[src/logic/adfc_pkg.sv]
// Package of register map, field positions and reset values for the digital feature control bank.
package adfc_pkg;
    localparam int ADFC_AW = 13;
    localparam logic [12:0] ADFC_OFS_RANGE_PIN = 13'h002a;
    localparam logic [12:0] ADFC_OFS_OUT_ASSIGN = 13'h002e;
    localparam logic [12:0] ADFC_OFS_SYNC = 13'h0100;
    localparam logic [12:0] ADFC_OFS_MISC = 13'h0101;
    localparam logic [12:0] ADFC_OFS_QEC_EN = 13'h0110;
    localparam logic [12:0] ADFC_OFS_QEC_FORCE = 13'h0111;
    localparam logic [12:0] ADFC_OFS_GAIN_BW = 13'h0112;
    localparam logic [12:0] ADFC_OFS_PHASE_BW = 13'h0113;
    localparam logic [12:0] ADFC_OFS_DC_BW = 13'h0114;
    localparam logic [12:0] ADFC_OFS_GAIN_LO = 13'h0116;
    localparam logic [12:0] ADFC_OFS_GAIN_HI = 13'h0117;
    localparam logic [12:0] ADFC_OFS_PHASE_LO = 13'h0118;
    localparam logic [12:0] ADFC_OFS_PHASE_HI = 13'h0119;
    localparam logic [12:0] ADFC_OFS_DCI_LO = 13'h011a;
    localparam logic [12:0] ADFC_OFS_DCI_HI = 13'h011b;
    localparam logic [12:0] ADFC_OFS_DCQ_LO = 13'h011c;
    localparam logic [12:0] ADFC_OFS_DCQ_HI = 13'h011d;
    // Reset values.
    localparam logic [7:0] ADFC_RST_RANGE_PIN = 8'h01;
    localparam logic [7:0] ADFC_RST_OUT_ASSIGN = 8'h00;
    localparam logic [7:0] ADFC_RST_SYNC = 8'h01;
    localparam logic [7:0] ADFC_RST_MISC = 8'h88;
    localparam logic [7:0] ADFC_RST_QEC = 8'h00;
    localparam logic [4:0] ADFC_RST_BW = 5'h02;
    // Writable bit masks; open bits read as zero.
    localparam logic [7:0] ADFC_MSK_BIT0 = 8'h01;
    localparam logic [7:0] ADFC_MSK_SYNC = 8'h07;
    localparam logic [7:0] ADFC_MSK_MISC = 8'h8d;
    localparam logic [7:0] ADFC_MSK_QEC_EN = 8'h3f;
    localparam logic [7:0] ADFC_MSK_FORCE = 8'h07;
    // Field positions.
    localparam int ADFC_SYNC_MASTER = 0;
    localparam int ADFC_SYNC_DIV_EN = 1;
    localparam int ADFC_SYNC_ONESHOT = 2;
    localparam int ADFC_MISC_PD_DIS = 0;
    localparam int ADFC_MISC_RUN_OSC = 2;
    localparam int ADFC_MISC_DET_EN = 3;
    localparam int ADFC_MISC_OE_PIN_EN = 7;
    // Serial frame: 16 instruction bits then 8 data bits.
    localparam int ADFC_INSTR_BITS = 16;
    localparam int ADFC_FRAME_BITS = 24;
    localparam int ADFC_CNT_W = 5;
    // Encode-rate monitor window: clk cycles per check at 100 MHz, 1 us window.
    localparam int ADFC_CLK_MHZ = 100;
    localparam int ADFC_WIN_NS = 1000;
    localparam int ADFC_WIN_CYC = ADFC_WIN_NS * ADFC_CLK_MHZ / 1000;
    // Five edges per microsecond is five mega-samples per second.
    localparam logic [7:0] ADFC_LOW_RATE_EDGES = 8'h05;
endpackage

[src/logic/adfc_rate_det.sv]
// Encode-rate detector that flags encode clocks slower than about five mega-samples per second.
`timescale 1ns/10ps
`default_nettype none
module adfc_rate_det
    import adfc_pkg::*;
(
    input wire logic clk,
    input wire logic resetn,
    input wire logic enable,
    input wire logic encode_tick,
    output logic low_rate
);
    typedef struct packed {
        logic [9:0] win;
        logic [7:0] edges;
        logic low;
    } adfc_det_t;
    adfc_det_t st_r;
    adfc_det_t st_nxt;

    // Count encode ticks over a fixed window; disabled detection reports no low rate.
    always_comb begin
        st_nxt = st_r;
        if (!enable) begin
            st_nxt = '0;
        end else if (st_r.win == 10'(ADFC_WIN_CYC - 1)) begin
            st_nxt.win = '0;
            st_nxt.low = (st_r.edges < ADFC_LOW_RATE_EDGES);
            st_nxt.edges = '0;
        end else begin
            st_nxt.win = st_r.win + 10'h001;
            if (encode_tick && st_r.edges != 8'hff) begin
                st_nxt.edges = st_r.edges + 8'h01;
            end
        end
    end

    always_ff @(posedge clk) begin
        if (!resetn) begin
            st_r <= '0;
        end else begin
            st_r <= st_nxt;
        end
    end

    assign low_rate = st_r.low;
endmodule
`default_nettype wire

[src/logic/adfc_serial_slave.sv]
// Serial port slave: 16-bit instruction (read flag, 2 length bits, 13 address bits) then one data byte.
`timescale 1ns/10ps
`default_nettype none
module adfc_serial_slave
    import adfc_pkg::*;
(
    input wire logic clk,
    input wire logic resetn,
    input wire logic sclk,
    input wire logic csn,
    input wire logic sdi,
    output logic sdo,
    output logic sdo_oe,
    output logic [12:0] addr,
    output logic [7:0] wdata,
    output logic wr_stb,
    input wire logic [7:0] rdata
);
    typedef struct packed {
        logic sclk_d;
        logic [4:0] cnt;
        logic [15:0] instr;
        logic [7:0] data;
        logic [7:0] shout;
        logic drive;
        logic stb;
    } adfc_ser_t;
    adfc_ser_t st_r;
    adfc_ser_t st_nxt;

    // Shift on the sampled rising edge of sclk; read data is loaded after the instruction.
    always_comb begin
        st_nxt = st_r;
        st_nxt.sclk_d = sclk;
        st_nxt.stb = 1'b0;
        if (csn) begin
            st_nxt.cnt = '0;
            st_nxt.drive = 1'b0;
        end else if (sclk && !st_r.sclk_d) begin
            if (st_r.cnt < 5'(ADFC_INSTR_BITS)) begin
                st_nxt.instr = {st_r.instr[14:0], sdi};
                if (st_r.cnt == 5'(ADFC_INSTR_BITS - 1)) begin
                    st_nxt.drive = st_r.instr[14];
                end
            end else begin
                st_nxt.data = {st_r.data[6:0], sdi};
                st_nxt.shout = {st_r.shout[6:0], 1'b0};
            end
            if (st_r.cnt == 5'(ADFC_FRAME_BITS - 1)) begin
                st_nxt.stb = !st_r.instr[15];
                st_nxt.drive = 1'b0;
                st_nxt.cnt = '0;
            end else begin
                st_nxt.cnt = st_r.cnt + 5'h01;
            end
        end
        // Capture read data once the address is complete.
        if (!csn && st_r.cnt == 5'(ADFC_INSTR_BITS) && st_r.drive && !(sclk && !st_r.sclk_d)
            && st_r.shout == 8'h00) begin
            st_nxt.shout = rdata;
        end
    end

    always_ff @(posedge clk) begin
        if (!resetn) begin
            st_r <= '0;
        end else begin
            st_r <= st_nxt;
        end
    end

    assign addr = st_r.instr[12:0];
    assign wdata = st_r.data;
    assign wr_stb = st_r.stb;
    assign sdo = st_r.shout[7];
    assign sdo_oe = st_r.drive;
endmodule
`default_nettype wire

[src/logic/adfc_top.sv]
// Digital feature control register bank: sync gating, oscillator, pin enables and correction controls.
//
// Functional notes
// - No sync function acts unless the master sync enable bit is high.
// - Divider sync enable gates sync pulses; continuous resync while one-shot is low.
// - With one-shot high, divider aligns to first pulse and ignores later ones.
// - Hardware clears divider sync enable after a one-shot synchronisation.
// - Output-enable pin acts as active-low enable only while its enable bit is set.
// - Low-rate detect enable starts oscillator when encode rate falls below ~5 MSPS.
// - Run-oscillator bit forces the low-rate oscillator on regardless of detector.
// - Pull-down disable bit removes the weak pull-down on the serial data pin.
// - Each freeze bit halts its estimation and holds the last correction value.
// - Separate enables switch dc, phase and gain corrections independently.
// - Force-dc applies stored initial dc I and dc Q values.
// - Force-phase applies the stored initial phase value.
// - Force-gain applies the stored initial gain value.
// - Five-bit gain loop exponent sets gain loop time constant, reset two.
// - Five-bit phase loop exponent sets phase loop time constant, reset two.
// - Five-bit dc loop exponent sets dc loop time constant, reset two.
// - Initial words: gain 15, phase 13, dc I and Q 14 bits, split low/high.
`timescale 1ns/10ps
`default_nettype none
module adfc_top
    import adfc_pkg::*;
(
    input wire logic clk,
    input wire logic resetn,
    input wire logic sclk,
    input wire logic csn,
    input wire logic sdio_in,
    output logic sdio_out,
    output logic sdio_oe,
    output logic sdio_pulldown_en,
    input wire logic sync_pulse,
    output logic divider_sync,
    input wire logic encode_tick,
    output logic low_rate_internal_oscillator_run,
    input wire logic output_enable_low_pin,
    output logic outputs_enabled,
    output logic range_pin_enable,
    output logic output_channel_select,
    output logic [2:0] correction_enable,
    output logic [2:0] estimation_frozen,
    output logic [2:0] force_initial,
    output logic [4:0] gain_loop_exponent,
    output logic [4:0] phase_loop_exponent,
    output logic [4:0] dc_loop_exponent,
    output logic [14:0] initial_gain,
    output logic [12:0] initial_phase,
    output logic [13:0] initial_dc_i,
    output logic [13:0] initial_dc_q
);
    ////////////////////////////////////////////////////////////////////////////
    // State.

    typedef struct packed {
        logic [7:0] range_pin;
        logic [7:0] out_assign;
        logic [7:0] sync_ctl;
        logic [7:0] misc;
        logic [7:0] qec_en;
        logic [7:0] qec_force;
        logic [4:0] gain_bw;
        logic [4:0] phase_bw;
        logic [4:0] dc_bw;
        logic [14:0] gain_init;
        logic [12:0] phase_init;
        logic [13:0] dci_init;
        logic [13:0] dcq_init;
        logic sync_out;
        logic sync_done;
    } adfc_st_t;
    adfc_st_t st_r;
    adfc_st_t st_nxt;

    logic [12:0] bus_addr;
    logic [7:0] bus_wdata;
    logic bus_wr;
    logic [7:0] bus_rdata;
    logic low_rate;
    logic sync_gate;

    // Masks a write so open bits never store anything.
    function automatic logic [7:0] adfc_masked(input logic [7:0] d, input logic [7:0] m);
        return d & m;
    endfunction

    ////////////////////////////////////////////////////////////////////////////
    // Serial port and rate detector.

    adfc_serial_slave u_ser (
        .clk(clk),
        .resetn(resetn),
        .sclk(sclk),
        .csn(csn),
        .sdi(sdio_in),
        .sdo(sdio_out),
        .sdo_oe(sdio_oe),
        .addr(bus_addr),
        .wdata(bus_wdata),
        .wr_stb(bus_wr),
        .rdata(bus_rdata)
    );

    adfc_rate_det u_det (
        .clk(clk),
        .resetn(resetn),
        .enable(st_r.misc[ADFC_MISC_DET_EN]),
        .encode_tick(encode_tick),
        .low_rate(low_rate)
    );

    ////////////////////////////////////////////////////////////////////////////
    // Read mux; open bits were never stored so they read as zero.

    always_comb begin
        bus_rdata = 8'h00;
        unique case (bus_addr)
            ADFC_OFS_RANGE_PIN: bus_rdata = st_r.range_pin;
            ADFC_OFS_OUT_ASSIGN: bus_rdata = st_r.out_assign;
            ADFC_OFS_SYNC: bus_rdata = st_r.sync_ctl;
            ADFC_OFS_MISC: bus_rdata = st_r.misc;
            ADFC_OFS_QEC_EN: bus_rdata = st_r.qec_en;
            ADFC_OFS_QEC_FORCE: bus_rdata = st_r.qec_force;
            ADFC_OFS_GAIN_BW: bus_rdata = {3'h0, st_r.gain_bw};
            ADFC_OFS_PHASE_BW: bus_rdata = {3'h0, st_r.phase_bw};
            ADFC_OFS_DC_BW: bus_rdata = {3'h0, st_r.dc_bw};
            ADFC_OFS_GAIN_LO: bus_rdata = st_r.gain_init[7:0];
            ADFC_OFS_GAIN_HI: bus_rdata = {1'h0, st_r.gain_init[14:8]};
            ADFC_OFS_PHASE_LO: bus_rdata = st_r.phase_init[7:0];
            ADFC_OFS_PHASE_HI: bus_rdata = {3'h0, st_r.phase_init[12:8]};
            ADFC_OFS_DCI_LO: bus_rdata = st_r.dci_init[7:0];
            ADFC_OFS_DCI_HI: bus_rdata = {2'h0, st_r.dci_init[13:8]};
            ADFC_OFS_DCQ_LO: bus_rdata = st_r.dcq_init[7:0];
            ADFC_OFS_DCQ_HI: bus_rdata = {2'h0, st_r.dcq_init[13:8]};
            default: bus_rdata = 8'h00;
        endcase
    end

    ////////////////////////////////////////////////////////////////////////////
    // Sync gating: a pulse reaches the divider only with both enables set.

    assign sync_gate = st_r.sync_ctl[ADFC_SYNC_MASTER]
        && st_r.sync_ctl[ADFC_SYNC_DIV_EN]
        && !(st_r.sync_ctl[ADFC_SYNC_ONESHOT] && st_r.sync_done);

    ////////////////////////////////////////////////////////////////////////////
    // Next state: register writes, then hardware updates which win over software.

    always_comb begin
        st_nxt = st_r;
        st_nxt.sync_out = 1'b0;
        if (bus_wr) begin
            unique case (bus_addr)
                ADFC_OFS_RANGE_PIN: st_nxt.range_pin = adfc_masked(bus_wdata, ADFC_MSK_BIT0);
                ADFC_OFS_OUT_ASSIGN: st_nxt.out_assign = adfc_masked(bus_wdata, ADFC_MSK_BIT0);
                ADFC_OFS_SYNC: begin
                    st_nxt.sync_ctl = adfc_masked(bus_wdata, ADFC_MSK_SYNC);
                    // A fresh arm starts a new one-shot.
                    st_nxt.sync_done = 1'b0;
                end
                ADFC_OFS_MISC: st_nxt.misc = adfc_masked(bus_wdata, ADFC_MSK_MISC);
                ADFC_OFS_QEC_EN: st_nxt.qec_en = adfc_masked(bus_wdata, ADFC_MSK_QEC_EN);
                ADFC_OFS_QEC_FORCE: st_nxt.qec_force = adfc_masked(bus_wdata, ADFC_MSK_FORCE);
                ADFC_OFS_GAIN_BW: st_nxt.gain_bw = bus_wdata[4:0];
                ADFC_OFS_PHASE_BW: st_nxt.phase_bw = bus_wdata[4:0];
                ADFC_OFS_DC_BW: st_nxt.dc_bw = bus_wdata[4:0];
                ADFC_OFS_GAIN_LO: st_nxt.gain_init[7:0] = bus_wdata;
                ADFC_OFS_GAIN_HI: st_nxt.gain_init[14:8] = bus_wdata[6:0];
                ADFC_OFS_PHASE_LO: st_nxt.phase_init[7:0] = bus_wdata;
                ADFC_OFS_PHASE_HI: st_nxt.phase_init[12:8] = bus_wdata[4:0];
                ADFC_OFS_DCI_LO: st_nxt.dci_init[7:0] = bus_wdata;
                ADFC_OFS_DCI_HI: st_nxt.dci_init[13:8] = bus_wdata[5:0];
                ADFC_OFS_DCQ_LO: st_nxt.dcq_init[7:0] = bus_wdata;
                ADFC_OFS_DCQ_HI: st_nxt.dcq_init[13:8] = bus_wdata[5:0];
                default: ;
            endcase
        end
        // A gated pulse resyncs the divider. Only a one-shot arm drops the enable, so
        // continuous mode keeps resyncing; the clear beats a same-cycle write.
        if (sync_pulse && sync_gate) begin
            st_nxt.sync_out = 1'b1;
            if (st_r.sync_ctl[ADFC_SYNC_ONESHOT]) begin
                st_nxt.sync_ctl[ADFC_SYNC_DIV_EN] = 1'b0;
            end
            st_nxt.sync_done = 1'b1;
        end
    end

    always_ff @(posedge clk) begin
        if (!resetn) begin
            st_r <= '0;
            st_r.range_pin <= ADFC_RST_RANGE_PIN;
            st_r.out_assign <= ADFC_RST_OUT_ASSIGN;
            st_r.sync_ctl <= ADFC_RST_SYNC;
            st_r.misc <= ADFC_RST_MISC;
            st_r.qec_en <= ADFC_RST_QEC;
            st_r.qec_force <= ADFC_RST_QEC;
            st_r.gain_bw <= ADFC_RST_BW;
            st_r.phase_bw <= ADFC_RST_BW;
            st_r.dc_bw <= ADFC_RST_BW;
        end else begin
            st_r <= st_nxt;
        end
    end

    ////////////////////////////////////////////////////////////////////////////
    // Outputs to the converter datapath.

    assign divider_sync = st_r.sync_out;
    // Pin is ignored while its enable is low; then outputs stay enabled.
    assign outputs_enabled = !st_r.misc[ADFC_MISC_OE_PIN_EN] || !output_enable_low_pin;
    // The forced run overrides whatever the detector decides.
    assign low_rate_internal_oscillator_run = st_r.misc[ADFC_MISC_RUN_OSC] || low_rate;
    assign sdio_pulldown_en = !st_r.misc[ADFC_MISC_PD_DIS];
    assign range_pin_enable = st_r.range_pin[0];
    assign output_channel_select = st_r.out_assign[0];
    assign correction_enable = st_r.qec_en[2:0];
    assign estimation_frozen = st_r.qec_en[5:3];
    assign force_initial = st_r.qec_force[2:0];
    assign gain_loop_exponent = st_r.gain_bw;
    assign phase_loop_exponent = st_r.phase_bw;
    assign dc_loop_exponent = st_r.dc_bw;
    assign initial_gain = st_r.gain_init;
    assign initial_phase = st_r.phase_init;
    assign initial_dc_i = st_r.dci_init;
    assign initial_dc_q = st_r.dcq_init;
endmodule
`default_nettype wire

[config.mk]
export PLATFORM = sky130hd
export DESIGN_NAME = adfc_top
export DESIGN_NICKNAME = d
export VERILOG_FILES = /design/src/logic/adfc_pkg.sv /design/src/logic/adfc_rate_det.sv /design/src/logic/adfc_serial_slave.sv /design/src/logic/adfc_top.sv
export SDC_FILE = /design/constraint.sdc
export NUM_CORES = 1
export LEC_CHECK = 0
export BUFFER_PORTS_ARGS = -buffer_cell sky130_fd_sc_hd__buf_4
export CAP_MARGIN = 15
export CORE_MARGIN = 2
export CORE_UTILIZATION = 34
export DETAILED_ROUTE_END_ITERATION = 10
export PLACE_DENSITY_LB_ADDON = 0.1
export SYNTH_ARGS = -nofsm -noshare
export SYNTH_HDL_FRONTEND = slang
export SYNTH_SLANG_ARGS = --single-unit
[constraint.sdc]
create_clock -name clk -period 2.5 [get_ports clk]
set_clock_uncertainty 0.2 [all_clocks]
set_input_delay 0.75 -clock clk [delete_from_list [all_inputs] [get_ports clk]]
set_output_delay 0.75 -clock clk [all_outputs]
set_load 0.02 [all_outputs]
==> results.sh, run 1 <==
export IMPL_status="finished clean"
export IMPL_cp_end_kind="flip-flop"
export IMPL_route_met3_wl_um=927
export IMPL_setup_tns_ns=0
export IMPL_crit_slowest_cell="dfxtp_1"
export IMPL_top_layer="met4"
export IMPL_avgViaCountPerCell=5.06
export IMPL_synth_net_count=929
export IMPL_synth_top_cell_area_share_pct=39.0
export IMPL_grt_pass1_vias=6178
export IMPL_grt_start_max_net_pins=50
export IMPL_crit_buf_inv=1
export IMPL_wl_met1_um=10800
export IMPL_grt_overflow_total=0
export IMPL_root_buffer="clkbuf_16"
export IMPL_io_pins=96
export IMPL_power_leakage_nw=3.24
export IMPL_slowest_delay_ns=0.36
export IMPL_worst_setup_path_start_kind="flip-flop"
export IMPL_synthFlopType="dfxtp_1"
export IMPL_report_final_hold_viol_count=0
export IMPL_power_density_nw_per_um2=564
export IMPL_diodes=0
export IMPL_layout_drive_gt1_share_pct=21.9
export IMPL_place_gp_congestion=0.901
export IMPL_area_growth_pct=17.4
export IMPL_arrival_ns=2.47
export IMPL_cts_setup_buffers=0
export IMPL_holdCritPathClass="reg -> reg"
export IMPL_cts_resized_gates=0
export IMPL_fp_dieW_um=154
export IMPL_critPathKind="reg -> reg"
export IMPL_finalSetupViolCount=0
export IMPL_max_slew_margin_pct=51.1
export IMPL_synth_area_um2=7700
export IMPL_route_detailed_drc=0
export IMPL_wl_per_cell_um=18.9
export IMPL_vias=6343
export IMPL_drv_slew=0
export IMPL_multi_input_comb_area_um2=3850
export IMPL_ir_drop_v=0.000405
export IMPL_wl_met2_um=11500
export IMPL_antenna_found_initial=0
export IMPL_post_route_min_period_ns=2.35
export IMPL_yosysSeqAreaShare_pct=39.0
export IMPL_total_power_w=0.00509
export IMPL_drt_wl_total_um=23700
export IMPL_nets=969
export IMPL_cp_cell_sequence="nor4b_4, and3_1, buf_4, nand3_2, nor2_2, mux2i_1, nand2_1"
export IMPL_worst_pin_slew_ns=0.733
export IMPL_ys_ff_latch=150
export IMPL_synth_top_cell_by_area="dfxtp_1"
export IMPL_rows=55
export IMPL_seq_area_um2=3000
export IMPL_crit_fanout=5
export IMPL_drtAntennaViolNets=0
export IMPL_cts_buffers=17
export IMPL_synthTopCellsByArea="dfxtp_1, buf_4, nand2_1"
export IMPL_crit_required_ns=2.62
export IMPL_dieArea_um2=23900
export IMPL_post_route_period_util_pct=94.0
export IMPL_die_y_um=154
export IMPL_clock_sinks=150
export IMPL_path_clk_slew_ns=0.07
export IMPL_cts_hold_buf=0
export IMPL_start_util_pct=34.3
export IMPL_fillers=2328
export IMPL_htree_levels=4
export IMPL_cts_tree="built"
export IMPL_cts_buffer_depth=2
export IMPL_synth_edff_count=0
export IMPL_grt_use_total_pct=20.1
export IMPL_hpwl_um=17400
export IMPL_crit_family="simple AND/OR/NAND/NOR gates"
export IMPL_async_flop_share_pct=0
export IMPL_grt_pass1_wl_um=36800
export IMPL_syn_inst=916
export IMPL_ys_types=66
export IMPL_insertion_delay_ns=0.42
export IMPL_io_buffers=95
export IMPL_syn_area_per_cell_um2=8.41
export IMPL_yosysWarningCount=0
export IMPL_rsz0062_at_grt="no"
export IMPL_fmax_mhz=426
export IMPL_drt_iter0_drc=360
export IMPL_core_area_um2=22400
export IMPL_dr_pass1_iters=5
export IMPL_maxCapViolCount=0
layout by cell type, fill, tap and decap left out, types with 4 or more instances in the layout:
cell        netlist  routed
a32o_1            4       4
xor2_1            9       9
mux2_1            4       4
a31oi_1           6       6
a21oi_1          26      26
a22o_1            6       6
or4_1             5       5
nand3_1          28      28
mux2i_1          47      47
xnor2_1           9       9
nand3b_1          4       4
clkinvlp_4        0       4
ha_1              5       5
o21ai_0           9       9
nor4_1            6       6
nand2_1         158     158
clkbuf_16         0      17
dfxtp_1         150     150
buf_12            0       4
a21boi_1         60      60
o21ai_1          35      35
nor3_1           11      11
nor2_1           44      44
inv_1             8       8
nand2b_1          9       9
or3_1             6       6
nor2b_1          41      41
nor2_2            5       5
nand4_1           4       4
a32oi_1           4       4
and3_1            5       5
buf_4            81     152
a21boi_0         15      15
cell usage after synthesis, types with 5 or more instances:
cell type  number
inv_1           8
mux2i_1        47
nor4_1          6
a21oi_1        26
ha_1            5
o21ai_1        35
buf_4          81
clkbuf_1       45
a21boi_0       15
or3_1           6
or4_1           5
nor2_2          5
nand2b_1        9
xnor2_1         9
and3_1          5
o21ai_0         9
a21boi_1       60
nor2_1         44
xor2_1          9
a22o_1          6
dfxtp_1       150
nand3_1        28
nand2_1       158
nor2b_1        41
a31oi_1         6
buf_1           5
nor3_1         11
logic make-up (layout without fill, tap and decap cells):
group,Yosys count,after routing,share of synthesized area (%)
AO/OA/AOI/OAI,191,191,16.8
adder cells (fa/ha/maj),5,5,0.812
multiplexers,55,55,7.43
buffers and inverters,144,197,11.0
XOR/XNOR,18,18,2.05
AND/OR/NAND/NOR,353,353,22.9
flip-flops,150,150,39.0
through the flow:
stage	setup WS [ns]	area, um^2	hold slack [ns]	util [%]	std cells
2_1_floorplan	0.153	7700	0.199	-	916
3_3_place_gp	0.00364	8460	0.219	37.7	1222
3_5_place_dp	0.00149	8460	0.216	37.7	1222
4_1_cts	0.137	9040	0.227	40.3	1254
5_1_grt	0.000578	9040	0.257	40.3	1254
6_report	0.150	9040	0.221	40.3	1254
cell type report:
type	instances	area share [%]
Multi-Input combinational cell	622	42.6
Sequential cell	150	33.2
Timing Repair Buffer	156	13.5
Clock inverter	12	1.33
Clock buffer	20	5.05
Inverter	9	0.374
Tap cell	285	3.95
sequential cells by signal, indices dropped and copies added, names as in the netlist:
| name | count |
|---|---|
| force_initial | 3 |
| u_det.st_r | 18 |
| st_r | 8 |
| phase_loop_exponent | 5 |
| u_ser.st_r | 16 |
| u_ser.wdata | 8 |
| u_ser.addr | 13 |
| u_ser.sdo_oe | 1 |
| correction_enable | 3 |
| initial_dc_q | 14 |
| output_channel_select | 1 |
| u_det.low_rate | 1 |
| range_pin_enable | 1 |
| initial_gain | 15 |
| gain_loop_exponent | 5 |
| dc_loop_exponent | 5 |
| initial_dc_i | 14 |
| divider_sync | 1 |
| u_ser.wr_stb | 1 |
| estimation_frozen | 3 |
| u_ser.sdo | 1 |
| initial_phase | 13 |
power breakdown:
part / switching [W] / internal [W]
clock network: 0.00107 / 0.00144
registers: 0.0000120 / 0.00240
logic: 0.0000962 / 0.0000754
metal layers:
metal,GRT usage (%),vias to the layer above
met5,0,-
met4,5.86,0
met3,4.12,24
met2,33.7,120
met1,26.2,3051
li1,-,3148
final timing paths:
kind                  start                   to  slack (ns)  cells after the start
max           u_ser.addr[5]  dc_loop_exponent[1]        0.15                      7
min          u_ser.st_r[33]         u_ser.wr_stb        0.22                      1
max reg2reg   u_ser.addr[5]  dc_loop_exponent[1]        0.15                      7
min reg2reg  u_ser.st_r[33]         u_ser.wr_stb        0.22                      1
worst reg2reg max path: cells and delay by family (launching register included):
family	cells	cell delay, ns
AND/OR/NAND/NOR	5	1.23
flip-flops	1	0.36
multiplexers	1	0.23
buffers and inverters	1	0.22
No activity file was read; power rests on OpenSTA's default activity.
==> run 2: changes to the inputs <==
Settings changed: CORE_UTILIZATION 34 to 55, PLACE_DENSITY set to 0.81, PLACE_DENSITY_LB_ADDON 0.1 to unset.
==> run 2 against run 1 <==
Effect of this change:
- sequential power hardly changed
- wire length is 11% lower
- highest routed layer unchanged
- largest cell class unchanged
- first-iteration DRC count is 76% higher
- critical path depth stayed put
- worst hold slack better by 0.019 ns
==> results.sh, run 2 (synthesis gave the netlist of run 1 again) <==
export IMPL_cts_buffer_depth=2
export IMPL_crit_fanout=8
export IMPL_layout_common_cells="nand2_1, dfxtp_1, buf_4"
export IMPL_crit_family="simple AND/OR/NAND/NOR gates"
export IMPL_cts_tree="built"
export IMPL_clock_sinks=150
export IMPL_dr_pass1_iters=5
export IMPL_finalSetupViolCount=0
export IMPL_wl_per_cell_um=18.4
export IMPL_fillers=1170
export IMPL_grt_pass1_wl_um=32500
export IMPL_fmax_mhz=411
export IMPL_largest_register_ffs=18
export IMPL_dieArea_um2=15000
export IMPL_crit_slowest_cell="dfxtp_1"
export IMPL_grt_pass1_vias=6104
export IMPL_crit_buf_inv=1
export IMPL_hpwl_um=14900
export IMPL_maxCapViolCount=0
export IMPL_cp_cell_sequence="nor4b_4, and3_1, buf_4, nand3_2, nor2_2, mux2i_1, nor2b_1"
export IMPL_final_cell_count_no_fill=1140
export IMPL_root_buffer="clkbuf_16"
export IMPL_grt_overflow_total=0
export IMPL_ir_drop_v=0.000396
export IMPL_crit_required_ns=2.61
export IMPL_path_clk_slew_ns=0.06
export IMPL_total_power_w=0.00534
export IMPL_grt_start_max_net_pins=48
export IMPL_drt_iter0_drc=632
export IMPL_cts_setup_buffers=0
export IMPL_slowest_delay_ns=0.50
export IMPL_critPathKind="reg -> reg"
export IMPL_report_final_hold_viol_count=0
export IMPL_insertion_delay_ns=0.43
export IMPL_drt_wl_total_um=21000
export IMPL_drv_slew=0
export IMPL_holdCritPathClass="reg -> reg"
export IMPL_worst_setup_path_start_kind="flip-flop"
export IMPL_final_common_cell="nand2_1"
export IMPL_grt_use_total_pct=28.3
export IMPL_avgViaCountPerCell=5.78
export IMPL_regMostFlops="u_det.st_r"
export IMPL_worst_hold_slack_ns=0.240
export IMPL_drtAntennaViolNets=0
export IMPL_worst_pin_slew_ns=0.901
export IMPL_io_pins=96
export IMPL_vias=6590
export IMPL_layout_drive_gt1_share_pct=21.5
export IMPL_route_detailed_drc=0
export IMPL_start_util_pct=55.9
export IMPL_nets=960
export IMPL_power_density_nw_per_um2=600
export IMPL_place_area_um2=8240
export IMPL_post_route_min_period_ns=2.43
export IMPL_cts_buffers=17
export IMPL_die_y_um=122
export IMPL_post_route_period_util_pct=97.3
export IMPL_htree_levels=4
export IMPL_rows=43
export IMPL_power_leakage_nw=3.22
export IMPL_place_gp_congestion=1.04
export IMPL_io_buffers=95
export IMPL_final_area_um2=8890
export IMPL_diodes=0
export IMPL_core_area_um2=13800
export IMPL_status="finished clean"
export IMPL_placed_cells=1108
export IMPL_fp_dieW_um=122
export IMPL_cp_end_kind="flip-flop"
export IMPL_cts_hold_buf=0
export IMPL_area_growth_pct=15.5
export IMPL_rrSetupSlack_ns=0.07
export IMPL_max_slew_margin_pct=39.9
export IMPL_antenna_found_initial=0
export IMPL_arrival_ns=2.55
## run 2: metal layers
metal	vias to the layer above	share of wire (%)	track usage (%)	routed length, um
li1	3126	-	-	-
met1	3126	43	37.6	9120
met2	281	46	44.2	9630
met3	57	8.1	6.37	1700
met4	0	2.7	11.9	576
met5	-	0	0	0
## run 2: power breakdown
group / switching [W] / internal [W]
sequential: 0.0000115 / 0.00240
clock: 0.00105 / 0.00171
combinational: 0.0000933 / 0.0000734
total: 0.00116 / 0.00418
## run 2: worst paths after layout
| kind | end | depth (start not counted) | from |
|---|---|---|---|
| max | dc_loop_exponent[4] | 7 | u_ser.addr[4] |
| min | u_ser.wr_stb | 1 | u_ser.st_r[33] |
| max reg2reg | dc_loop_exponent[4] | 7 | u_ser.addr[4] |
| min reg2reg | u_ser.wr_stb | 1 | u_ser.st_r[33] |
## run 2: layout make-up
type	count	area, um^2	area share [%]
inverter	9	33.8	0.380
clock buffer	18	439	4.94
clock inverter	14	198	2.22
timing repair buffer	147	1130	12.7
multi-input combinational	622	3860	43.5
tap	180	225	2.53
sequential	150	3000	33.8
## run 2: through the flow
step / setup slack (ns) / utilization (%) / TNS, ns
after floorplan: 0.153 / - / 0
after global placement: 0.108 / 59.8 / 0
after detailed placement: 0.0230 / 59.8 / 0
after CTS: 0.0925 / 64.4 / 0
after global routing: -0.0514 / 64.6 / -0.0857
final: 0.0678 / 64.6 / 0
## run 2: repair_timing
| action | in CTS | in global routing |
|---|---|---|
| endpoints found under the hold margin | 0 | 0 |
| resized for setup | 0 | 4 |
| endpoints found under the setup margin | 0 | 26 |
==> run 3: changes to the inputs <==
Settings changed: PLACE_DENSITY 0.81 to 0.87.
==> run 3 against run 2 <==
Effect of this change:
- wire length decreased by 0.13%
- non-clock buffer count unchanged
- combinational power about the same
- critical path depth decreased by 1
- register-to-register slack improved by 0.07 ns
- sequential share of layout area increased by 0.21 points
- sequential power about the same
- final cell count decreased by 0.18%
- fmax increased by 3.0%
- via count increased by 1.3%
- largest cell class unchanged
==> results.sh, run 3 (synthesis gave the netlist of run 1 again) <==
export IMPL_grt_start_max_net_pins=53
export IMPL_internal_power_w=0.00418
export IMPL_max_slew_margin_pct=49.4
export IMPL_power_switching_w=0.00108
export IMPL_critPathKind="reg -> reg"
export IMPL_finalSetupViolCount=0
export IMPL_arrival_ns=2.52
export IMPL_nets=960
export IMPL_largest_register_ffs=18
export IMPL_seq_area_um2=3010
export IMPL_dr_pass1_iters=5
export IMPL_hpwl_um=14800
export IMPL_wl_per_cell_um=18.5
export IMPL_finalWorstSetupSlack_ns=0.138
export IMPL_drt_iter0_drc=694
export IMPL_power_density_nw_per_um2=595
export IMPL_fmax_mhz=423
export IMPL_drt_wl_total_um=21000
export IMPL_total_power_w=0.00526
export IMPL_p_seq_share_pct=45.9
export IMPL_insertion_delay_ns=0.43
export IMPL_report_final_hold_viol_count=0
export IMPL_status="finished clean"
export IMPL_layout_drive_gt1_share_pct=21.1
export IMPL_route_detailed_drc=0
export IMPL_dp_worst_setup_slack_ns=0.0782
export IMPL_io_buffers=95
export IMPL_setup_tns_ns=0
export IMPL_die_y_um=122
export IMPL_rows=43
export IMPL_final_common_cell="nand2_1"
export IMPL_rsz0062_at_grt="no"
export IMPL_pwr_share_clk_pct=51.0
export IMPL_grt_pass1_wl_um=33100
export IMPL_drv_slew=0
export IMPL_post_route_period_util_pct=94.5
export IMPL_diodes=0
export IMPL_start_util_pct=55.9
export IMPL_fp_dieW_um=122
export IMPL_multi_input_comb_area_um2=3850
export IMPL_switching_share_pct=20.5
export IMPL_power_leakage_nw=3.20
export IMPL_holdCritPathClass="reg -> reg"
export IMPL_grt_pass1_vias=6290
export IMPL_avgViaCountPerCell=5.87
export IMPL_maxCapViolCount=0
export IMPL_clock_sinks=150
export IMPL_cts_buffer_depth=2
export IMPL_worst_setup_path_start_kind="flip-flop"
export IMPL_ir_drop_v=0.000498
export IMPL_crit_fanout=5
export IMPL_fillers=1164
export IMPL_vias=6676
export IMPL_post_route_min_period_ns=2.36
export IMPL_dieArea_um2=15000
export IMPL_regMostFlops="u_det.st_r"
export IMPL_antenna_found_initial=0
export IMPL_cp_end_kind="flip-flop"
export IMPL_cts_tree="built"
export IMPL_place_gp_congestion=1.01
export IMPL_core_area_um2=13800
export IMPL_pwr_share_comb_pct=3.1
export IMPL_drtAntennaViolNets=0
export IMPL_cts_setup_buffers=0
export IMPL_grt_use_total_pct=28.9
export IMPL_cts_buffers=17
export IMPL_root_buffer="clkbuf_16"
export IMPL_worst_pin_slew_ns=0.758
export IMPL_io_pins=96
export IMPL_crit_required_ns=2.66
export IMPL_area_growth_pct=14.8
export IMPL_path_clk_slew_ns=0.06
export IMPL_layout_common_cells="nand2_1, dfxtp_1, buf_4"
export IMPL_htree_levels=4
export IMPL_grt_overflow_total=0
==> run 3: repair_timing <==
item / CTS / global route
hold buffers: 0 / 0
resized for setup: 0 / 3
setup endpoints to repair: 0 / 15
==> run 3: power by group through the flow <==
stage                     Combinational, W  Clock, W  Sequential, W
after global placement            0.000161         0        0.00247
after floorplan                   0.000112         0        0.00246
after global routing              0.000178   0.00279        0.00241
after detailed placement          0.000163         0        0.00247
final                             0.000165   0.00268        0.00241
after CTS                         0.000163   0.00271        0.00241
==> run 3: per-layer routing <==
layer  share of wire [%]  GRT usage (%)
met4                 3.4           13.2
met2                  46           46.2
met1                  41           37.1
met3                 9.4           6.46
met5                   0              0
==> run 3: cell type report <==
| type | count | area share [%] |
|---|---|---|
| clock buffer | 22 | 5.25 |
| timing repair buffer | 147 | 12.6 |
| clock inverter | 8 | 1.68 |
| inverter | 9 | 0.382 |
| sequential | 150 | 34.0 |
| tap | 180 | 2.55 |
| multi-input combinational | 622 | 43.5 |
==> run 3: per-stage QoR <==
| stage | utilization (%) | hold slack, ns | instances | cell area, um^2 |
|---|---|---|---|---|
| 6_report | 64.2 | 0.239 | 1138 | 8840 |
| 4_1_cts | 64.2 | 0.240 | 1138 | 8840 |
| 3_3_place_gp | 59.7 | 0.221 | 1108 | 8230 |
| 3_5_place_dp | 59.7 | 0.211 | 1108 | 8230 |
| 5_1_grt | 64.2 | 0.256 | 1138 | 8840 |
| 2_1_floorplan | - | 0.199 | 916 | 7700 |
==> run 3: worst paths after layout <==
path | from | depth (start not counted) | slack [ns] | to
worst max-delay path | u_ser.addr[5] | 6 | 0.14 | u_ser.st_r[4]
worst min-delay path | u_ser.st_r[33] | 1 | 0.24 | u_ser.wr_stb
worst max register to register | u_ser.addr[5] | 6 | 0.14 | u_ser.st_r[4]
worst min register to register | u_ser.st_r[33] | 1 | 0.24 | u_ser.wr_stb
==> run 3: worst max-delay path, cell delays in order, from the launching register on <==
cell and delay [ns]:
dfxtp_1 0.36, or3_1 0.45, or4_4 0.46, or3_1 0.36
a21oi_1 0.22, a211oi_1 0.09, nor3_2 0.15
